===== src/include/spcb_pkg.sv =====
// Constants, types and helpers of the frame builder
package spcb_pkg;
    // Setup word field positions
    localparam int CFG_W = 16;
    localparam int CFG_ALT_ERR = 0;
    localparam int CFG_BLK_LO = 1;
    localparam int CFG_BLK_HI = 3;
    localparam int CFG_SLOW_OFF = 4;
    localparam int CFG_FC_ERR_OFF = 5;
    localparam int CFG_STAT_REV4 = 6;
    localparam int CFG_VN_EN = 7;
    localparam int CFG_CRC_STAT = 11;
    localparam int CFG_CRC_LEGACY = 12;
    localparam int CFG_VN_ID = 13;
    localparam int CFG_VN_RC = 14;
    localparam int CFG_RC4_TX = 15;

    // Fast channel error codes
    localparam logic [11:0] FC_SENSOR_ERR = 12'hFFB;
    localparam logic [11:0] FC_FUNC_ERR = 12'hFFA;

    // Error classes and fixed error-code bits
    localparam logic [11:0] ERR_SENSOR_MASK = 12'h4C8;
    localparam logic [11:0] ERR_FUNC_MASK = 12'h217;
    localparam logic [11:0] ERR_RSVD_MASK = 12'h100;
    localparam logic [11:0] ERR_ONE_MASK = 12'h800;

    // Checksums
    localparam logic [3:0] CRC4_SEED = 4'h5;
    localparam logic [3:0] CRC4_POLY = 4'hD;
    localparam logic [5:0] CRC6_SEED = 6'h15;
    localparam logic [5:0] CRC6_POLY = 6'h19;
    localparam int CRC6_AUG = 6;

    // Rolling counters
    localparam logic [3:0] RC4_RESET = 4'h0;
    localparam logic [3:0] RC4_MAX = 4'hF;
    localparam logic [3:0] RC4_WRAP = 4'h1;
    localparam logic [1:0] RC2_RESET = 2'h0;
    localparam logic [1:0] RC2_MAX = 2'h3;

    // Enhanced serial message framing
    localparam logic [4:0] SER_LAST = 5'h11;
    localparam logic [5:0] SER_SYNC = 6'h3F;
    localparam logic SER_CFG_BIT = 1'b0;
    localparam int SER_LEN = 18;

    // Message sequence
    localparam int NUM_BLK = 5;
    localparam logic [2:0] LAST_BLK = 3'h4;
    localparam logic [2:0] BLK_SERIAL = 3'h1;
    localparam logic [2:0] IDX_LAST = 3'h4;
    localparam logic [2:0] IDX_FIRST_ITEM = 3'h1;
    localparam logic [7:0] ERR_MSG_ID = 8'h01;
    localparam logic [11:0] PROTO_REV = 12'h004;
    localparam logic [11:0] MANUF_CODE_DFLT = 12'h0A5;
    localparam logic [7:0] MSG_ID [NUM_BLK][4] = '{
        '{8'h03, 8'h05, 8'h06, 8'h23},
        '{8'h29, 8'h2A, 8'h2B, 8'h2C},
        '{8'h07, 8'h08, 8'h09, 8'h0A},
        '{8'h90, 8'h91, 8'h92, 8'h93},
        '{8'h94, 8'h95, 8'h96, 8'h97}
    };
    localparam int CUST_BASE [NUM_BLK] = '{0, 0, 1, 4, 7};

    typedef logic [CFG_W-1:0] spcb_cfg_t;
    typedef logic [9:0][15:0] spcb_cust_t;

    typedef struct packed {
        logic [11:0] ch1;
        logic [11:0] ch2;
        logic [11:0] clamp_lo;
        logic [11:0] clamp_hi;
    } spcb_fast_t;

    typedef struct packed {
        logic [3:0] status;
        logic [5:0][3:0] data;
        logic [3:0] crc;
    } spcb_frame_t;

    typedef struct packed {
        logic [7:0] id;
        logic [11:0] data;
    } spcb_msg_t;

    typedef enum logic [1:0] {
        SC_OFF = 2'b00,
        SC_LOAD = 2'b01,
        SC_SEND = 2'b11
    } spcb_sc_state_t;

    // Augmented CRC6 over bit3/bit2 pairs of message frames 7 to 18
    function automatic logic [5:0] crc6_msg(input logic [11:0] b3, input logic [11:0] b2);
        logic [5:0] c;
        logic fb;
        c = CRC6_SEED;
        for (int i = 11; i >= 0; i--) begin
            fb = c[5];
            c = {c[4:0], b3[i]} ^ (fb ? CRC6_POLY : 6'h00);
            fb = c[5];
            c = {c[4:0], b2[i]} ^ (fb ? CRC6_POLY : 6'h00);
        end
        for (int i = 0; i < CRC6_AUG; i++) begin
            fb = c[5];
            c = {c[4:0], 1'b0} ^ (fb ? CRC6_POLY : 6'h00);
        end
        return c;
    endfunction
endpackage


===== src/verilog/spcb_crc4.sv =====
// Checksum nibble over selected nibbles
`timescale 1ns/10ps
`default_nettype none
module spcb_crc4 (
    // Nibbles in feed order and their selects
    input wire logic [7:0][3:0] nib,
    input wire logic [7:0] use_nib,
    // Legacy mode drops the trailing zero nibble
    input wire logic legacy,
    // Result
    output logic [3:0] crc
);
    import spcb_pkg::*;

    function automatic logic [3:0] step(input logic [3:0] c_in, input logic [3:0] n);
        logic [3:0] c;
        logic fb;
        c = c_in;
        for (int b = 3; b >= 0; b--) begin
            fb = c[3];
            c = {c[2:0], n[b]} ^ (fb ? CRC4_POLY : 4'h0);
        end
        return c;
    endfunction

    always_comb begin
        logic [3:0] c;
        c = CRC4_SEED;
        for (int i = 0; i < 8; i++) begin
            if (use_nib[i]) begin
                c = step(c, nib[i]);
            end
        end
        if (!legacy) begin
            c = step(c, 4'h0);
        end
        crc = c;
    end
endmodule
`default_nettype wire


===== src/verilog/spcb_frame_builder.sv =====
// SPC frame content builder
// Functional notes
// [RULE_01] Error indication sits in status bits 3 and 2, not the two low bits.
// [RULE_02] Status nibble goes out with its bit order reversed.
// [RULE_03] Setup bit 6 clear: status error bits always zero.
// [RULE_04] Setup bit 6 set: both error bits one on sensor or processing error.
// [RULE_05] Fast channel errors replace both payloads with 4091 or 4090.
// [RULE_06] Fast channel values are limited to the lower and upper clamp settings.
// [RULE_07] Setup bit 5 disables error codes; data keeps flowing, status still per bit 6.
// [RULE_08] Checksum nibble uses x^4+x^3+x^2+1 with seed 0101.
// [RULE_09] Setup bit 12 selects the legacy checksum calculation.
// [RULE_10] Setup bit 11 includes the status nibble in the checksum.
// [RULE_11] Virtual nibble: address in bits 3:2, 2-bit counter in 1:0, zeros else.
// [RULE_12] Setup bits 14, 13 and 7 control the virtual nibble.
// [RULE_13] 4-bit counter starts at 0, counts to 15, then wraps to 1.
// [RULE_14] 2-bit counter starts at 0, counts to 3, wraps to 0.
// [RULE_15] Both counters advance after every frame, error frames included.
// [RULE_16] Slow channel rides the two low status bits, 8-bit ID and 12-bit data.
// [RULE_17] Setup bit 4 switches the slow channel off.
// [RULE_18] Setup bits 3:1 pick blocks; block 1 always; each block opens with error code.
// [RULE_19] Block 1: IDs 01, 03, 05, 06, 23 with type, maker, revision, temperature.
// [RULE_20] Block 3: error code, IDs 07..0A as 12-bit slices of words 1 to 3.
// [RULE_21] Block 4: error code, IDs 90..93 as 12-bit slices of words 4 to 6.
// [RULE_22] Block 2: error code, IDs 29..2C, serial bytes MSB first, right aligned.
// [RULE_23] Each message spreads bit by bit over frames with start, config and CRC bits.
// [RULE_24] Setup bit 0 sends the error-code message as every second message.
// [RULE_25] Error-code message has ID 01, one data bit per internal error type.
`timescale 1ns/10ps
`default_nettype none
module spcb_frame_builder #(
    // Arbitrary neutral maker code
    parameter logic [11:0] MANUF_CODE = spcb_pkg::MANUF_CODE_DFLT
) (
    // Clock and reset
    input wire logic CLK,
    input wire logic ARST_N,
    // Setup and address straps
    input wire spcb_pkg::spcb_cfg_t SETUP_CFG,
    input wire logic SENSOR_ADDRESS_BIT1,
    input wire logic SENSOR_ADDRESS_BIT0,
    // Measurement and diagnostics
    input wire spcb_pkg::spcb_fast_t FAST_IN,
    input wire logic [11:0] TEMP_SLOW,
    input wire logic [11:0] ERROR_FLAGS,
    // Identification words
    input wire spcb_pkg::spcb_cust_t CUSTOMER_INFO_WORDS,
    input wire logic [15:0] FACTORY_SERIAL_WORD1,
    input wire logic [15:0] FACTORY_SERIAL_WORD2,
    // Frame request and result
    input wire logic FRAME_REQ,
    output logic FRAME_VALID,
    output var spcb_pkg::spcb_frame_t FRAME,
    // Status
    output logic [3:0] ROLL_COUNT,
    output logic SLOW_ACTIVE,
    output logic MSG_DONE,
    output logic [7:0] MSG_ID_OUT
);
    import spcb_pkg::*;

    logic rst_meta_ff;
    logic rst_sync_ff;
    logic [1:0] addr_meta_ff;
    logic [1:0] addr_ff;
    logic [3:0] rc4_ff;
    logic [1:0] frame_count_ff;
    spcb_sc_state_t sc_state_ff;
    spcb_sc_state_t nxt_sc_state;
    logic [2:0] blk_ff;
    logic [2:0] idx_ff;
    logic err_turn_ff;
    logic [4:0] pos_ff;
    logic [SER_LEN-1:0] sh3_ff;
    logic [SER_LEN-1:0] sh2_ff;
    logic frame_valid_ff;
    spcb_frame_t frame_ff;
    logic msg_done_ff;
    logic [7:0] msg_id_ff;

    // Reset release through two flops
    always_ff @(posedge CLK or negedge ARST_N) begin
        if (!ARST_N) begin
            rst_meta_ff <= 1'b0;
            rst_sync_ff <= 1'b0;
        end else begin
            rst_meta_ff <= 1'b1;
            rst_sync_ff <= rst_meta_ff;
        end
    end

    wire logic rst_n = rst_sync_ff;

    // Straps are board pins
    always_ff @(posedge CLK or negedge rst_n) begin
        if (!rst_n) begin
            addr_meta_ff <= 2'h0;
            addr_ff <= 2'h0;
        end else begin
            addr_meta_ff <= {SENSOR_ADDRESS_BIT1, SENSOR_ADDRESS_BIT0};
            addr_ff <= addr_meta_ff;
        end
    end

    // Error classes
    logic sensor_err;
    logic func_err;
    logic any_err;
    assign sensor_err = |(ERROR_FLAGS & ERR_SENSOR_MASK);
    assign func_err = |(ERROR_FLAGS & ERR_FUNC_MASK);
    assign any_err = sensor_err | func_err;

    // Processing error outranks sensor error
    function automatic logic [11:0] fast_value(input logic [11:0] v, input logic fc_err_off,
                                               input logic s_err, input logic f_err,
                                               input logic [11:0] lo, input logic [11:0] hi);
        logic [11:0] r;
        if (!fc_err_off && f_err) begin
            r = FC_FUNC_ERR; // RULE_05
        end else if (!fc_err_off && s_err) begin
            r = FC_SENSOR_ERR; // RULE_05
        end else if (v > hi) begin
            r = hi; // RULE_06
        end else if (v < lo) begin
            r = lo; // RULE_06
        end else begin
            r = v; // RULE_07
        end
        return r;
    endfunction

    logic [11:0] ch1_val;
    logic [11:0] ch2_val;
    assign ch1_val = fast_value(FAST_IN.ch1, SETUP_CFG[CFG_FC_ERR_OFF], sensor_err, func_err,
                                FAST_IN.clamp_lo, FAST_IN.clamp_hi);
    assign ch2_val = fast_value(FAST_IN.ch2, SETUP_CFG[CFG_FC_ERR_OFF], sensor_err, func_err,
                                FAST_IN.clamp_lo, FAST_IN.clamp_hi);

    // Slow channel control
    logic slow_on;
    logic alt_mode;
    logic [2:0] last_blk;
    logic msg_end;
    assign slow_on = !SETUP_CFG[CFG_SLOW_OFF]; // RULE_17
    assign alt_mode = SETUP_CFG[CFG_ALT_ERR];
    assign last_blk = (SETUP_CFG[CFG_BLK_HI:CFG_BLK_LO] > LAST_BLK) ? LAST_BLK
                      : SETUP_CFG[CFG_BLK_HI:CFG_BLK_LO]; // RULE_18
    assign msg_end = (sc_state_ff == SC_SEND) && FRAME_REQ && (pos_ff == SER_LAST);

    always_comb begin
        nxt_sc_state = sc_state_ff;
        unique case (sc_state_ff)
            SC_OFF: begin
                if (slow_on) begin
                    nxt_sc_state = SC_LOAD;
                end
            end
            SC_LOAD: begin
                nxt_sc_state = slow_on ? SC_SEND : SC_OFF;
            end
            SC_SEND: begin
                if (!slow_on) begin
                    nxt_sc_state = SC_OFF;
                end else if (msg_end) begin
                    nxt_sc_state = SC_LOAD;
                end
            end
            default: begin
                nxt_sc_state = SC_OFF;
            end
        endcase
    end

    always_ff @(posedge CLK or negedge rst_n) begin
        if (!rst_n) begin
            sc_state_ff <= SC_OFF;
        end else begin
            sc_state_ff <= nxt_sc_state;
        end
    end

    // Message selection
    logic is_err_msg;
    logic [1:0] item;
    logic [31:0] serial_words;
    logic [47:0] cust_slices;
    spcb_msg_t cur_msg;
    assign is_err_msg = (idx_ff == 3'h0) || (alt_mode && err_turn_ff); // RULE_24
    assign item = 2'(idx_ff - IDX_FIRST_ITEM);
    assign serial_words = {FACTORY_SERIAL_WORD1, FACTORY_SERIAL_WORD2};

    always_comb begin
        cust_slices = 48'h0;
        if (blk_ff > BLK_SERIAL && blk_ff <= LAST_BLK) begin
            cust_slices = {CUSTOMER_INFO_WORDS[CUST_BASE[blk_ff] + 2],
                           CUSTOMER_INFO_WORDS[CUST_BASE[blk_ff] + 1],
                           CUSTOMER_INFO_WORDS[CUST_BASE[blk_ff]]};
        end
    end

    always_comb begin
        cur_msg.id = ERR_MSG_ID; // RULE_25
        cur_msg.data = (ERROR_FLAGS & ~ERR_RSVD_MASK) | ERR_ONE_MASK; // RULE_25
        if (!is_err_msg && blk_ff <= LAST_BLK) begin
            cur_msg.id = MSG_ID[blk_ff][item];
            if (blk_ff == 3'h0) begin
                unique case (item)
                    2'h0: cur_msg.data = CUSTOMER_INFO_WORDS[0][11:0]; // RULE_19
                    2'h1: cur_msg.data = MANUF_CODE; // RULE_19
                    2'h2: cur_msg.data = PROTO_REV; // RULE_19
                    2'h3: cur_msg.data = TEMP_SLOW; // RULE_19
                endcase
            end else if (blk_ff == BLK_SERIAL) begin
                cur_msg.data = {4'h0, serial_words[31 - 8 * item -: 8]}; // RULE_22
            end else begin
                cur_msg.data = cust_slices[12 * item +: 12]; // RULE_20 RULE_21
            end
        end
    end

    // Advances once per finished message
    always_ff @(posedge CLK or negedge rst_n) begin
        if (!rst_n) begin
            blk_ff <= 3'h0;
            idx_ff <= 3'h0;
            err_turn_ff <= 1'b1;
        end else if (!slow_on) begin
            blk_ff <= 3'h0;
            idx_ff <= 3'h0;
            err_turn_ff <= 1'b1;
        end else if (msg_end) begin
            if (alt_mode && err_turn_ff) begin
                err_turn_ff <= 1'b0; // RULE_24
                if (idx_ff == 3'h0) begin
                    idx_ff <= IDX_FIRST_ITEM;
                end
            end else begin
                err_turn_ff <= 1'b1;
                if (idx_ff == IDX_LAST) begin
                    // Wrap to block 1 after the last enabled
                    idx_ff <= alt_mode ? IDX_FIRST_ITEM : 3'h0; // RULE_18
                    blk_ff <= (blk_ff >= last_blk) ? 3'h0 : 3'(blk_ff + 3'h1); // RULE_18
                end else begin
                    idx_ff <= 3'(idx_ff + 3'h1);
                end
            end
        end
    end

    // Loaded whole so the CRC6 is fixed
    logic [11:0] hdr_tail;
    assign hdr_tail = {1'b0, SER_CFG_BIT, cur_msg.id[7:4], 1'b0, cur_msg.id[3:0], 1'b0};

    always_ff @(posedge CLK or negedge rst_n) begin
        if (!rst_n) begin
            sh3_ff <= '0;
            sh2_ff <= '0;
            pos_ff <= 5'h0;
            msg_id_ff <= 8'h00;
        end else if (sc_state_ff == SC_LOAD) begin
            sh3_ff <= {SER_SYNC, hdr_tail}; // RULE_23
            sh2_ff <= {crc6_msg(hdr_tail, cur_msg.data), cur_msg.data}; // RULE_23
            pos_ff <= 5'h0;
            msg_id_ff <= cur_msg.id;
        end else if (sc_state_ff == SC_SEND && FRAME_REQ) begin
            sh3_ff <= {sh3_ff[SER_LEN-2:0], 1'b0}; // RULE_16
            sh2_ff <= {sh2_ff[SER_LEN-2:0], 1'b0}; // RULE_16
            pos_ff <= 5'(pos_ff + 5'h1);
        end
    end

    // Zero serial bits unless sending
    logic ser_hi;
    logic ser_lo;
    assign ser_hi = (sc_state_ff == SC_SEND) && sh3_ff[SER_LEN-1]; // RULE_16
    assign ser_lo = (sc_state_ff == SC_SEND) && sh2_ff[SER_LEN-1]; // RULE_16

    // Status nibble, reversed on the wire
    logic [1:0] stat_err;
    logic [3:0] stat_log;
    logic [3:0] stat_tx;
    assign stat_err = (SETUP_CFG[CFG_STAT_REV4] && any_err) ? 2'h3 : 2'h0; // RULE_03 RULE_04
    assign stat_log = {stat_err, ser_hi, ser_lo}; // RULE_01
    assign stat_tx = {stat_log[0], stat_log[1], stat_log[2], stat_log[3]}; // RULE_02

    // Last data nibble may carry the counter
    logic [5:0][3:0] data_nib;
    always_comb begin
        data_nib[0] = ch1_val[11:8];
        data_nib[1] = ch1_val[7:4];
        data_nib[2] = ch1_val[3:0];
        data_nib[3] = ch2_val[11:8];
        data_nib[4] = ch2_val[7:4];
        data_nib[5] = SETUP_CFG[CFG_RC4_TX] ? rc4_ff : ch2_val[3:0];
    end

    // Checksummed, never sent
    logic [3:0] virt_nib;
    assign virt_nib = {SETUP_CFG[CFG_VN_ID] ? addr_ff : 2'h0,
                       SETUP_CFG[CFG_VN_RC] ? frame_count_ff : 2'h0}; // RULE_11 RULE_12

    logic [3:0] crc_nib;
    spcb_crc4 u_crc (
        .nib({data_nib, stat_tx, virt_nib}),
        .use_nib({6'h3F, SETUP_CFG[CFG_CRC_STAT], SETUP_CFG[CFG_VN_EN]}), // RULE_10 RULE_12
        .legacy(SETUP_CFG[CFG_CRC_LEGACY]), // RULE_09
        .crc(crc_nib) // RULE_08
    );

    // Step on every frame, errors or not
    always_ff @(posedge CLK or negedge rst_n) begin
        if (!rst_n) begin
            rc4_ff <= RC4_RESET; // RULE_13
        end else if (FRAME_REQ) begin
            rc4_ff <= (rc4_ff == RC4_MAX) ? RC4_WRAP : 4'(rc4_ff + 4'h1); // RULE_13 RULE_15
        end
    end

    always_ff @(posedge CLK or negedge rst_n) begin
        if (!rst_n) begin
            frame_count_ff <= RC2_RESET; // RULE_14
        end else if (FRAME_REQ) begin
            frame_count_ff <= (frame_count_ff == RC2_MAX) ? RC2_RESET
                              : 2'(frame_count_ff + 2'h1); // RULE_14 RULE_15
        end
    end

    // Captured with pre-step counters
    always_ff @(posedge CLK or negedge rst_n) begin
        if (!rst_n) begin
            frame_valid_ff <= 1'b0;
            frame_ff <= '0;
        end else begin
            frame_valid_ff <= FRAME_REQ;
            if (FRAME_REQ) begin
                frame_ff.status <= stat_tx;
                frame_ff.data <= data_nib;
                frame_ff.crc <= crc_nib;
            end
        end
    end

    always_ff @(posedge CLK or negedge rst_n) begin
        if (!rst_n) begin
            msg_done_ff <= 1'b0;
        end else begin
            msg_done_ff <= msg_end;
        end
    end

    assign FRAME_VALID = frame_valid_ff;
    assign FRAME = frame_ff;
    assign ROLL_COUNT = rc4_ff;
    assign SLOW_ACTIVE = sc_state_ff[1];
    assign MSG_DONE = msg_done_ff;
    assign MSG_ID_OUT = msg_id_ff;
endmodule
`default_nettype wire

===== config.mk =====
export PLATFORM = sky130hd
export DESIGN_NAME = spcb_frame_builder
export DESIGN_NICKNAME = d
export VERILOG_FILES = /design/src/include/spcb_pkg.sv /design/src/verilog/spcb_crc4.sv /design/src/verilog/spcb_frame_builder.sv
export SDC_FILE = /design/constraint.sdc
export NUM_CORES = 1
export LEC_CHECK = 0
export ABC_AREA = 1
export BUFFER_PORTS_ARGS = -buffer_cell sky130_fd_sc_hd__buf_4
export CAP_MARGIN = 10
export CORE_MARGIN = 2
export CORE_UTILIZATION = 30
export DETAILED_ROUTE_END_ITERATION = 10
export PLACE_DENSITY = 0.61
export RECOVER_POWER = 100
export SETUP_SLACK_MARGIN = 0.2
export SLEW_MARGIN = 10
export SYNTH_ARGS = -nofsm -noshare
export SYNTH_HDL_FRONTEND = slang
export SYNTH_SLANG_ARGS = --single-unit

===== constraint.sdc =====
create_clock -name CLK -period 4.2 [get_ports CLK]
set_input_delay 0.21 -clock CLK [delete_from_list [all_inputs] [get_ports CLK]]
set_output_delay 0.21 -clock CLK [all_outputs]
set_load 0.01 [all_outputs]

==> results by stage, run 1 <==
GRT:
- For met3 alone, demand over resource in global routing was 0.04616.
- The largest net degree at the start of global routing is 62.
- The fraction of met1 tracks used by global routing is 0.3531.
- The total overflow left after global routing is 0.
- The first global-routing pass estimated 84990 µm of wire.
- The global-route met2 utilization is 0.4317.
- The initial antenna violation count is 4.
- In the global route stage, overall resource usage came out at 0.2664.
- The via count of the first global-routing pass was 15030.
- The routing layer with the top usage in global route is met2.

Worst setup path:
- The top fanout value on the critical path is 4.
- The kind of start point of the critical path is a flip-flop.
- The number of buffers and inverters on the critical path is 1.
- The slowest stage cell on the critical path is sky130_fd_sc_hd__dfrtp_1.
- The cell class contributing the biggest share of worst-path delay is simple AND/OR/NAND/NOR gates.
- For this run, the slowest stage of the critical path takes 0.42 ns.
- The worst setup path is of the reg -> reg kind.
- The cell type with the highest occurrence count on the critical path is sky130_fd_sc_hd__nand2_4.
- The data required time at the worst endpoint is 4.44 ns.
- The kind of capture point of the worst setup path is a flip-flop.
- The data arrival time of the critical path is 4.57 ns.

Power:
- The power density relative to cell area is 677.3 nW/µm².
- VDD sags by at most 0.0005726 V.
- The total power consumption of the routed design is 0.01202 W.
- The leakage power is 8.923 nW.

Logic synthesis:
- The cell area after technology mapping is 11680 µm².
- The number of storage elements in the synthesis netlist is 100.
- The post-synthesis net count is 2211.
- The gate count after technology mapping is 1861.
- The share of synthesized area in the top cell type comes to 0.2121.
- The number of flops mapped to enable cells by yosys is 0.
- The cell taking the most area after synthesis is sky130_fd_sc_hd__dfrtp_1.
- The most frequently used flop master after synthesis is sky130_fd_sc_hd__dfrtp_1.
- After synthesis, the mean cell area works out to 6.276 µm².
- For this run, asynchronously set or reset flops after synthesis account for 1.000.
- Of the synthesized area, sequential elements account for 0.2144.
- The number of warnings printed during yosys synthesis is 0.
- After synthesis, the cell types taking the most area are sky130_fd_sc_hd__dfrtp_1, sky130_fd_sc_hd__nand2_1, sky130_fd_sc_hd__inv_1.
- Counting distinct cell types in the post-synthesis netlist gives 59.

Timing:
- The ratio of final minimum period to clock period is 1.030.
- The count of final hold-check violations is 0.
- Adding up every negative setup slack in the final design gives -0.2887 ns.
- Based on the critical path, the design can be clocked at up to 231.2 MHz.
- The number of slew-limit violations in the final report came to 118.
- Setup repair after global routing could not meet its margin everywhere.
- The final setup slack of the worst path is -0.1256 ns.
- The clock period minus final worst setup slack is 4.326 ns.
- For the final database, setup skew stands at 0.009761 ns.
- The actual transition at the worst max-transition pin is 2.679 ns.
- The final-report setup violation count is 4.
- The worst max-slew margin expressed relative to the limit is -0.7863.

Routing:
- In the final routed layout, each cell accounts on average for 19.67 µm.
- The aggregate routed wire length is 56470 µm.
- The number of optimization iterations in the first detailed-route pass is 8.
- The detailed-route via count is 15380.
- The detail route stage leaves a number of antenna-violating nets equal to 0.
- The DRC marker count from the first detailed-route iteration is 1195.
- In the routed design, unresolved DRC markers number 0.
- In the routed layout, each cell is associated on average with a via count of 5.358.

Clock network:
- The number of buffers on the longest clock path is 2.
- The tree is rooted in a sky130_fd_sc_hd__clkbuf_16.
- The number of H-tree branching levels is 3.
- After clock tree synthesis, the clock-pin slew on the worst setup and hold paths is 0.08 ns.
- The clock reaches the later pin of the worst-skew pair after 0.35 ns.
- The tree built by TritonCTS fans out to 100 sinks.
- TritonCTS built the clock tree.
- The number of clock buffers added by TritonCTS is 9.

Run status:
- The final reports fail on capacitance limit, slew limit, setup timing.
- The flow ran to the end, but the final reports show violations.

Placement:
- The number of cells after detailed placement is 2807.
- The placer congestion estimate is 0.9943.
- The pre-CTS setup slack is -0.2595 ns.
- The cell area reported after detailed placement is 16110 µm².
- The number of I/O port buffers is 325.
- The half-perimeter wire length of the detailed placement result is 44280 µm.

Floorplanning:
- The initial utilization of the core area, before any placement, comes to 0.3029.
- The floorplan step defined a die boundary enclosing 40530 µm².
- In this run the standard cell core region covers 38560 µm².
- The die is 201.3 µm tall.
- 332 I/O pins were placed.
- The width of the chip is 201.3 µm.
- The floorplan has 72 rows.

Cells and area:
- The number of fillers in the final layout is 4026.
- The final design instance area without fill is 17750 µm².
- The filler-free cell count of the finished design is 2871.
- Leaving out fill and tap cells, the most frequent cells in the layout are sky130_fd_sc_hd__buf_4, sky130_fd_sc_hd__nand2_1, sky130_fd_sc_hd__inv_1.
- The ratio of cells with drive above 1 in the final layout is 0.3376.
- The most frequent standard cell in the layout excluding fill and tap cells is sky130_fd_sc_hd__buf_4.
- Compared with the post-synthesis result, the final layout area differs by 51.99%.
- The layout net count is 2694.

Job:
- The tool flagged a number of max-cap violations equal to 2.

Worst hold path:
- The worst hold path belongs to the class in -> reg.
==> synthesized netlist by cell type (10+ instances only) <==
| library cell | number |
|---|---|
| sky130_fd_sc_hd__nand2_1 | 519 |
| sky130_fd_sc_hd__inv_1 | 233 |
| sky130_fd_sc_hd__o21ai_0 | 133 |
| sky130_fd_sc_hd__nand3_1 | 129 |
| sky130_fd_sc_hd__a21oi_1 | 123 |
| sky130_fd_sc_hd__dfrtp_1 | 99 |
| sky130_fd_sc_hd__nor2_1 | 95 |
| sky130_fd_sc_hd__ha_1 | 65 |
| sky130_fd_sc_hd__o221ai_1 | 62 |
| sky130_fd_sc_hd__clkbuf_1 | 47 |
| sky130_fd_sc_hd__o211ai_1 | 44 |
| sky130_fd_sc_hd__o22ai_1 | 37 |
| sky130_fd_sc_hd__nand2_2 | 36 |
| sky130_fd_sc_hd__buf_2 | 25 |
| sky130_fd_sc_hd__xor2_1 | 22 |
| sky130_fd_sc_hd__a22oi_1 | 20 |
| sky130_fd_sc_hd__nand4_1 | 18 |
| sky130_fd_sc_hd__buf_1 | 12 |
| sky130_fd_sc_hd__a31oi_1 | 11 |
| sky130_fd_sc_hd__xnor2_1 | 11 |
| sky130_fd_sc_hd__nor3_1 | 10 |
==> timing repair <==
item                                    in CTS  in global routing
gates resized for setup                    141                150
endpoints found under the setup margin      10                 10
cloned                                       2                  0
pin swaps                                   81                 88
hold buffers                                 3                  0
buffers inserted                            26                 13
endpoints found under the hold margin        4                  0
==> worst reg2reg max path: cells and delay by family (launching register included) <==
| family | cells | cell delay [ns] |
|---|---|---|
| XOR/XNOR | 1 | 0.18 |
| buffers and inverters | 1 | 0.13 |
| flip-flops | 1 | 0.42 |
| AND/OR/NAND/NOR | 38 | 3.48 |
==> registers in the layout (all words and copies together) (netlist names), 2 cells and up <==
register and cells:
sc_state_ff 2, blk_ff 3, sh2_ff 18, idx_ff 3, pos_ff 5, ROLL_COUNT 4
addr_ff 2, MSG_ID_OUT 6, FRAME 31, frame_count_ff 2, sh3_ff 17, addr_meta_ff 2
==> through the flow <==
stage,util,hold WS [ns]
global route,0.4604,0.05667
finish,0.4604,0.05390
global placement,0.4179,-0.007377
detailed placement,0.4179,-0.006311
floorplan,-,-0.08559
CTS,0.4456,0.04459
==> power by group <==
| group | switching, W | internal (W) |
|---|---|---|
| sequential | 0.000139 | 0.00116 |
| clock | 0.000385 | 0.000466 |
| combinational | 0.00581 | 0.00406 |
| total | 0.00633 | 0.00569 |
==> path summary, 6_finish.rpt <==
path | depth (start not counted) | to | slack, ns | startpoint
max | 40 | FRAME[0]$_DFFE_PN0P_ | -0.13 | addr_ff[1]$_DFF_PN0_
min | 2 | sc_state_ff[0]$_DFFE_PN0P_ | 0.05 | SETUP_CFG[4]
max reg2reg | 40 | FRAME[0]$_DFFE_PN0P_ | -0.13 | addr_ff[1]$_DFF_PN0_
min reg2reg | 0 | addr_ff[0]$_DFF_PN0_ | 0.34 | addr_meta_ff[0]$_DFF_PN0_
max in group asynchronous | 1 | blk_ff[1]$_DFFE_PN0P_ | 0.87 | rst_n$_DFF_PN0_
min in group asynchronous | 2 | rst_n$_DFF_PN0_ | 0.18 | ARST_N
==> layer usage <==
metal  part of all wire  routed length [µm]
met1               0.42               23970
met2               0.45               25600
met3              0.077                4327
met4              0.046                2571
met5                  0                   0
==> layout make-up <==
| cell class | count | area, µm² | share of cell area |
|---|---|---|---|
| Tap cell | 518 | 648.1 | 0.03651 |
| Clock buffer | 11 | 232.7 | 0.01311 |
| Antenna cell | 4 | 10.01 | 0.0005639 |
| Clock inverter | 5 | 62.56 | 0.003524 |
| Timing Repair Buffer | 562 | 4313 | 0.2430 |
| Inverter | 242 | 928.4 | 0.05230 |
| Sequential cell | 100 | 2506 | 0.1412 |
| Multi-Input combinational cell | 1429 | 9051 | 0.5099 |
==> kinds of logic after synthesis <==
| logic type | synth area share |
|---|---|
| AO/OA/AOI/OAI | 0.2569 |
| XOR/XNOR | 0.03064 |
| adder cells (fa/ha/maj) | 0.06963 |
| buffers and inverters | 0.1125 |
| flip-flops | 0.2144 |
| other | 0.0006430 |
| AND/OR/NAND/NOR | 0.3154 |
No activity file was read; power rests on OpenSTA's default activity.
==> inputs of run 2 (changes only) <==
--- a/config.mk
+++ b/config.mk
@@ -11,6 +11,7 @@
 export CORE_MARGIN = 2
 export CORE_UTILIZATION = 30
 export DETAILED_ROUTE_END_ITERATION = 10
+export MAX_ROUTING_LAYER = met4
 export PLACE_DENSITY = 0.61
 export RECOVER_POWER = 100
 export SETUP_SLACK_MARGIN = 0.2
==> results by stage, run 2 (same netlist as run 1, synthesis figures left out) <==
Run status:
- Outcome: complete, but fails checks (unchanged).
- Violated checks: capacitance limit, slew limit, setup timing (unchanged).

Clock network:
- The clock buffer count from CTS was 9 (unchanged).
- The number of buffers on the longest clock path is 2 (unchanged).
- The clock input transition at the sequential cells of the worst setup and hold paths is 0.08 ns (about the same).
- The number of H-tree branching levels came to 3 (unchanged).
- The clock tree from TritonCTS is built (unchanged).
- The cell at the root of the clock tree is sky130_fd_sc_hd__clkbuf_16 (unchanged).
- The number of clock sinks seen by CTS is 100 (unchanged).
- The clock latency on the worst-skew pair was 0.35 ns (about the same).

Routing:
- The number of nets still failing antenna checks after routing came to 0 (unchanged).
- The top layer used by detailed routing is met4 (unchanged).
- The DRC marker count from the first detailed-route iteration is 1340 (was 1195).
- The detailed-route wire length on metal 1 came to 23580 µm (was 23970 µm).
- The detailed-route via count was 15550 (was 15380).
- The detailed-route vias per instance is 5.372 (was 5.358).
- The met2 wire length is 26110 µm (was 25600 µm).
- The DRC violations left is 0 (unchanged).
- The number of optimization iterations in the first detailed-route pass is 6 (was 8).
- The mean routed wirelength per cell was 19.61 µm (was 19.67 µm).
- The aggregate routed wire length is 56760 µm (was 56470 µm).
- The routed length on met3 was 4684 µm (was 4327 µm).

Timing:
- The worst max-slew margin expressed relative to the limit is -0.8382 (was -0.7863).
- The ratio of final minimum period to clock period was 1.007 (was 1.030).
- The upper clock frequency limit is 236.4 MHz (was 231.2 MHz).
- The clock period minus final worst setup slack is 4.229 ns (was 4.326 ns).
- The actual transition at the worst max-transition pin came to 2.757 ns (was 2.679 ns).
- The final setup slack of the worst path is -0.02943 ns (was -0.1256 ns).
- The count of final hold-check violations came to 0 (unchanged).
- The number of slew-limit violations in the final report was 124 (was 118).
- The worst hold margin is 0.06148 ns (was 0.05390 ns).
- Unrepaired setup endpoints after global routing: true (unchanged).
- The final-report setup violation count is 4 (unchanged).
- The accumulated negative setup slack is -0.1039 ns (was -0.2887 ns).
- The worst clock skew is 0.009764 ns (was 0.009761 ns).

GRT:
- The initial antenna violation count is 5 (was 4).
- The largest net degree at the start of global routing is 68 (was 62).
- The global-route wire length before repair was 84810 µm (was 84990 µm).
- The via count of the first global-routing pass is 15050 (was 15030).
- The total overflow reported by the global router came to 0 (unchanged).
- The global-route usage over all layers is 0.2747 (was 0.2664).

Worst setup path:
- The kind of start point of the critical path is a flip-flop (unchanged).
- The kind of capture point of the worst setup path was a flip-flop (unchanged).
- The critical path class was reg -> reg (unchanged).
- The slowest stage cell on the critical path was sky130_fd_sc_hd__dfrtp_1 (unchanged).
- The highest cell delay on the worst timing path came to 0.44 ns (was 0.42 ns).
- The data required time at the worst endpoint is 4.44 ns (about the same).
- The data arrival time of the critical path is 4.47 ns (was 4.57 ns).
- The top fanout value on the critical path is 5 (was 4).

Cells and area:
- The most frequent standard cell in the layout excluding fill and tap cells is sky130_fd_sc_hd__buf_4 (unchanged).
- The flip-flop count of the largest register after layout is 31 (unchanged).
- The layout net count is 2716 (was 2694).
- The number of fillers in the final layout came to 4012 (was 4026).
- Most used cells in the layout excluding fill and tap cells: sky130_fd_sc_hd__buf_4, sky130_fd_sc_hd__nand2_1, sky130_fd_sc_hd__inv_1 (unchanged).
- The relative area change from synthesis to final layout is 52.31% (was 51.99%).
- The ratio of cells with drive above 1 in the final layout was 0.3416 (was 0.3376).

Power:
- The power density relative to cell area is 676.1 nW/µm² (was 677.3 nW/µm²).
- The highest ir drop seen on vdd came to 0.0006165 V (was 0.0005726 V).
- The total power consumption of the routed design is 0.01203 W (was 0.01202 W).
- The leakage power was 8.913 nW (was 8.923 nW).

Placement:
- The pre-CTS setup slack is -0.3499 ns (was -0.2595 ns).
- The placer congestion estimate is 1.021 (was 0.9943).
- The number of I/O port buffers was 325 (unchanged).
- The half-perimeter wire length of the detailed placement result was 44490 µm (was 44280 µm).

Floorplanning:
- The area of the placeable core came to 38560 µm² (unchanged).
- The number of placed I/O pins is 332 (unchanged).
- The floorplan die height is 201.3 µm (unchanged).
- The number of rows in the core area is 72 (unchanged).
- The width of the chip was 201.3 µm (unchanged).
- The effective utilization at floorplan is 0.3029 (unchanged).
- The area of the die is 40530 µm² (unchanged).

Worst hold path:
- The type of the tightest min-delay check is in -> reg (unchanged).

Job:
- The number of max-cap violations is 2 (unchanged).
run 2: metrics by stage:
stage / util / instance area (µm²) / std cells
3_5_place_dp: 0.4184 / 16130 / 2818
2_1_floorplan: - / 11880 / 1861
5_1_grt: 0.4614 / 17790 / 2894
3_3_place_gp: 0.4184 / 16130 / 2818
6_report: 0.4614 / 17790 / 2894
4_1_cts: 0.4447 / 17150 / 2863
run 2: worst max-delay path: cells and delay by family (launching register included):
family                 cells  cell delay (ns)
DFF                        1             0.44
and+or+nand+nor           39             3.47
buffers and inverters      2             0.20
run 2: path summary, 6_finish.rpt:
path | startpoint | end | slack, ns | cells past startpoint
max | addr_ff[0]$_DFF_PN0_ | FRAME[2]$_DFFE_PN0P_ | -0.03 | 41
min | SETUP_CFG[4] | sc_state_ff[0]$_DFFE_PN0P_ | 0.06 | 2
max reg2reg | addr_ff[0]$_DFF_PN0_ | FRAME[2]$_DFFE_PN0P_ | -0.03 | 41
min reg2reg | addr_meta_ff[0]$_DFF_PN0_ | addr_ff[0]$_DFF_PN0_ | 0.34 | 0
max in group asynchronous | rst_n$_DFF_PN0_ | FRAME[16]$_DFFE_PN0P_ | 0.99 | 1
min in group asynchronous | ARST_N | rst_meta_ff$_DFF_PN0_ | 0.18 | 2
run 2: report_power, final:
group | switching (W) | total [W] | internal (W)
Sequential | 0.000144 | 0.00131 | 0.00116
Clock | 0.000396 | 0.000862 | 0.000466
Combinational | 0.00575 | 0.00986 | 0.00411
run 2: metal layers:
metal | global-route usage | vias up
li1 | - | 7347
met1 | 0.3449 | 7324
met2 | 0.4333 | 731
met3 | 0.05442 | 145
met4 | 0.1106 | 0
met5 | - | -
run 2: layout make-up:
| class | count | area, µm² | share of cell area |
|---|---|---|---|
| Multi-Input combinational cell | 1429 | 8991 | 0.5054 |
| Timing Repair Buffer | 583 | 4394 | 0.2470 |
| Sequential cell | 100 | 2506 | 0.1409 |
| Inverter | 242 | 938.4 | 0.05275 |
| Tap cell | 518 | 648.1 | 0.03643 |
| Clock buffer | 11 | 232.7 | 0.01308 |
| Clock inverter | 5 | 61.31 | 0.003446 |
| Antenna cell | 5 | 12.51 | 0.0007033 |
| Timing Repair inverter | 1 | 5.005 | 0.0002813 |
run 2: repair_timing:
item / 4_1_cts / 5_1_grt
setup endpoints to repair: 10 / 10
gates resized for setup: 127 / 162
cloned: 1 / 2
pin swaps: 74 / 85
buffers inserted: 25 / 24
hold buffers: 3 / 0
endpoints found under the hold margin: 4 / 0
==> inputs of run 3 (changes only) <==
--- a/config.mk
+++ b/config.mk
@@ -12,10 +12,10 @@
 export CORE_UTILIZATION = 30
 export DETAILED_ROUTE_END_ITERATION = 10
 export MAX_ROUTING_LAYER = met4
-export PLACE_DENSITY = 0.61
-export RECOVER_POWER = 100
-export SETUP_SLACK_MARGIN = 0.2
+export PLACE_DENSITY = 0.6
+export RECOVER_POWER = 50
 export SLEW_MARGIN = 10
 export SYNTH_ARGS = -nofsm -noshare
 export SYNTH_HDL_FRONTEND = slang
+export SYNTH_HIERARCHICAL = 1
 export SYNTH_SLANG_ARGS = --single-unit
==> results by stage, run 3 <==
GRT:
- The global-route wire length before repair is 87950 µm (was 84810 µm).
- The global-route usage over all layers is 0.2594 (was 0.2747).
- The initial antenna violation count was 3 (was 5).
- The largest net degree at the start of global routing is 69 (was 68).
- The via count of the first global-routing pass was 15930 (was 15050).
- The total overflow reported by the global router came to 0 (unchanged).

Clock network:
- The number of clock sinks seen by CTS was 100 (unchanged).
- The clock buffer count from CTS is 9 (unchanged).
- The cell at the root of the clock tree is sky130_fd_sc_hd__clkbuf_16 (unchanged).
- The clock tree from TritonCTS is built (unchanged).
- The number of H-tree branching levels is 3 (unchanged).
- The clock input transition at the sequential cells of the worst setup and hold paths is 0.08 ns (about the same).
- The clock latency on the worst-skew pair is 0.36 ns (was 0.35 ns).
- The number of buffers on the longest clock path was 2 (unchanged).

Floorplanning:
- The effective utilization at floorplan is 0.3045 (was 0.3029).
- The number of placed I/O pins is 332 (unchanged).
- The area of the placeable core is 41950 µm² (was 38560 µm²).
- The number of rows in the core area is 75 (was 72).
- The area of the die is 44250 µm² (was 40530 µm²).
- The width of the chip is 210.3 µm (was 201.3 µm).
- The floorplan die height is 210.3 µm (was 201.3 µm).

Cells and area:
- The filler-free cell count of the finished design is 3205 (was 2894).
- Most used cells in the layout excluding fill and tap cells: sky130_fd_sc_hd__nand2_1, sky130_fd_sc_hd__buf_4, sky130_fd_sc_hd__inv_1 (was sky130_fd_sc_hd__buf_4, sky130_fd_sc_hd__nand2_1, sky130_fd_sc_hd__inv_1).
- The flip-flop count of the largest register after layout is 31 (unchanged).
- The layout net count came to 3007 (was 2716).
- The relative area change from synthesis to final layout came to 50.39% (was 52.31%).
- The ratio of cells with drive above 1 in the final layout is 0.3546 (was 0.3416).
- The most frequent standard cell in the layout excluding fill and tap cells was sky130_fd_sc_hd__nand2_1 (was sky130_fd_sc_hd__buf_4).
- The number of fillers in the final layout was 4344 (was 4012).

Run status:
- Violated checks: setup timing (was capacitance limit, slew limit, setup timing).
- Outcome: complete, but fails checks (unchanged).

Routing:
- The number of nets still failing antenna checks after routing was 0 (unchanged).
- The DRC marker count from the first detailed-route iteration was 1576 (was 1340).
- The DRC violations left is 0 (unchanged).
- The mean routed wirelength per cell is 18.57 µm (was 19.61 µm).
- The detailed-route vias per instance was 5.292 (was 5.372).
- The aggregate routed wire length is 59510 µm (was 56760 µm).
- The detailed-route via count was 16960 (was 15550).
- The number of optimization iterations in the first detailed-route pass came to 6 (unchanged).

Logic synthesis:
- The number of library cell types mapped by synthesis was 57 (was 59).
- The adder-cell area share of the yosys netlist is 0.06367 (was 0.06963).
- The fraction of the mapped netlist area in compound gates is 0.1935 (was 0.2569).
- Main area contributors after synthesis: sky130_fd_sc_hd__nand2_1, sky130_fd_sc_hd__dfrtp_1, sky130_fd_sc_hd__nand3_1 (was sky130_fd_sc_hd__dfrtp_1, sky130_fd_sc_hd__nand2_1, sky130_fd_sc_hd__inv_1).
- The number of flops mapped to enable cells by yosys is 0 (unchanged).
- The dominant combinational cell family by area after synthesis is simple AND/OR/NAND/NOR gates (unchanged).
- The async set-or-reset flop fraction in the synthesized netlist was 1.000 (unchanged).
- The gate count after technology mapping is 2125 (was 1861).
- The cell area after technology mapping is 12770 µm² (was 11680 µm²).
- Most frequent cells after synthesis: sky130_fd_sc_hd__nand2_1, sky130_fd_sc_hd__nand3_1, sky130_fd_sc_hd__inv_1 (was sky130_fd_sc_hd__nand2_1, sky130_fd_sc_hd__inv_1, sky130_fd_sc_hd__o21ai_0).
- The number of storage elements in the synthesis netlist is 100 (unchanged).
- The proportion of netlist area held by the largest area contributor is 0.2022 (was 0.2121).
- The most instantiated library cell after synthesis is sky130_fd_sc_hd__nand2_1 (unchanged).
- The share of synthesized area occupied by flip-flops and latches came to 0.1960 (was 0.2144).
- The post-synthesis mux area share is 0 (unchanged).
- The parity-gate share of the synthesized area counting xor and xnor cells is 0.01577 (was 0.03064).
- The number of warnings printed during yosys synthesis is 6 (was 0).
- The most frequently used flop master after synthesis is sky130_fd_sc_hd__dfrtp_1 (unchanged).
- The cell taking the most area after synthesis is sky130_fd_sc_hd__nand2_1 (was sky130_fd_sc_hd__dfrtp_1).
- The synthesized area divided by synthesized cell count was 6.011 µm² (was 6.276 µm²).
- The simple-gate share of the synthesized area was 0.4158 (was 0.3154).

Timing:
- The final setup slack of the worst path is -0.9605 ns (was -0.02943 ns).
- The clock period minus final worst setup slack is 5.161 ns (was 4.229 ns).
- The worst hold margin was 0.07728 ns (was 0.06148 ns).
- The upper clock frequency limit was 193.8 MHz (was 236.4 MHz).
- The worst max-slew margin expressed relative to the limit is 0.4082 (was -0.8382).
- The final-report setup violation count was 4 (unchanged).
- The worst clock skew is 0.01351 ns (was 0.009764 ns).
- The actual transition at the worst max-transition pin came to 0.8877 ns (was 2.757 ns).
- The ratio of final minimum period to clock period was 1.229 (was 1.007).
- Unrepaired setup endpoints after global routing: true (unchanged).
- The number of slew-limit violations in the final report is 0 (was 124).
- The count of final hold-check violations is 0 (unchanged).

Worst setup path:
- The highest cell delay on the worst timing path is 0.32 ns (was 0.44 ns).
- The cell class contributing the biggest share of worst-path delay is simple AND/OR/NAND/NOR gates (unchanged).
- The slowest stage cell on the critical path is sky130_fd_sc_hd__ha_1 (was sky130_fd_sc_hd__dfrtp_1).
- The data arrival time of the critical path came to 5.41 ns (was 4.47 ns).
- The number of buffer and inverter stages on the critical path was 6 (was 2).
- The top fanout value on the critical path is 7 (was 5).
- The critical path class is in -> reg (was reg -> reg).
- The kind of start point of the critical path is a primary input (was flip-flop).
- The data required time at the worst endpoint is 4.45 ns (was 4.44 ns).
- The kind of capture point of the worst setup path is a flip-flop (unchanged).

Worst hold path:
- The type of the tightest min-delay check is in -> reg (unchanged).

Placement:
- The half-perimeter wire length of the detailed placement result is 46050 µm (was 44490 µm).
- The number of cells after detailed placement is 3133 (was 2818).
- The number of I/O port buffers is 325 (unchanged).
- The placer congestion estimate is 1.005 (was 1.021).

Power:
- The power density relative to cell area is 447.6 nW/µm² (was 676.1 nW/µm²).
- The leakage power is 10.16 nW (was 8.913 nW).
- The highest ir drop seen on vdd came to 0.0002441 V (was 0.0006165 V).

Job:
- The number of max-cap violations is 0 (was 2).
[run 3: changes by cell type after synthesis, sizes merged, moves of 9 or more]
| cell | before | now |
|---|---|---|
| a21oi | 123 | 132 |
| a22oi | 20 | 11 |
| a31oi | 11 | 2 |
| buf | 44 | 56 |
| clkbuf | 47 | 37 |
| nand2 | 561 | 749 |
| nand3 | 138 | 277 |
| nor2 | 98 | 127 |
| o21ai | 142 | 105 |
| o221ai | 62 | 49 |
| xor2 | 22 | 13 |
[run 3: cells by family (layout without fill, tap and decap cells)]
family	count (synthesis)	after routing
xor gates and xnor gates	18	18
other	2	18
DFF	100	100
buffers and inverters	346	870
AOI/OAI and AO/OA	400	400
adders and majority gates	65	65
and+or+nand+nor	1194	1195
[run 3: area by class of cell]
class | instances | area [µm²] | area share
Multi-Input combinational cell | 1692 | 9951 | 0.5180
Timing Repair Buffer | 601 | 4775 | 0.2486
Clock buffer | 9 | 225.2 | 0.01172
Antenna cell | 4 | 10.01 | 0.0005211
Sequential cell | 100 | 2509 | 0.1306
Inverter | 253 | 977.2 | 0.05087
Clock inverter | 7 | 88.84 | 0.004624
Tap cell | 539 | 674.4 | 0.03511
[run 3: timing repair]
item | CTS | global route
cloned | 0 | 7
pin swaps | 4 | 100
setup endpoints to repair | 4 | 10
gates resized for setup | 7 | 263
buffers inserted | 2 | 40
hold buffers | 3 | 0
hold endpoints to repair | 4 | 0
[run 3: worst paths after layout]
path                                               to  slack [ns]                     startpoint  cells past startpoint
max reg2reg                      FRAME[2]$_DFFE_PN0P_       -0.65  frame_count_ff[1]$_DFFE_PN0P_                     51
max                              FRAME[2]$_DFFE_PN0P_       -0.96                     FAST_IN[3]                     51
min in group asynchronous             rst_n$_DFF_PN0_        0.16                         ARST_N                      2
min reg2reg                           rst_n$_DFF_PN0_        0.35          rst_meta_ff$_DFF_PN0_                      0
min                        sc_state_ff[0]$_DFFE_PN0P_        0.08                   SETUP_CFG[4]                      2
max in group asynchronous       FRAME[11]$_DFFE_PN0P_        2.78                rst_n$_DFF_PN0_                      1
[run 3: where the power goes]
group          internal (W)  switching (W)
Sequential          0.00113       0.000115
Clock              0.000430       0.000454
Combinational       0.00269        0.00378
Total               0.00425        0.00435
[run 3: per-stage QoR]
stage                     cell area [µm²]  total power (W)  setup WS, ns    util  TNS, ns
after global placement              17330         0.006402        -1.193  0.4132   -4.609
after global routing                19210         0.009309        -1.346  0.4579   -5.537
final                               19210         0.008599       -0.9605  0.4580   -3.743
after CTS                           17720         0.007438       -0.8135  0.4225   -3.110
after detailed placement            17330         0.006487        -1.404  0.4132   -5.510
after floorplan                     12950         0.004607       -0.4944       -   -1.563
[run 3: metal layers]
| metal | global-route usage | share of wire |
|---|---|---|
| met1 | 0.3352 | 0.42 |
| met2 | 0.4197 | 0.46 |
| met3 | 0.02905 | 0.072 |
| met4 | 0.09293 | 0.046 |
| met5 | - | 0 |
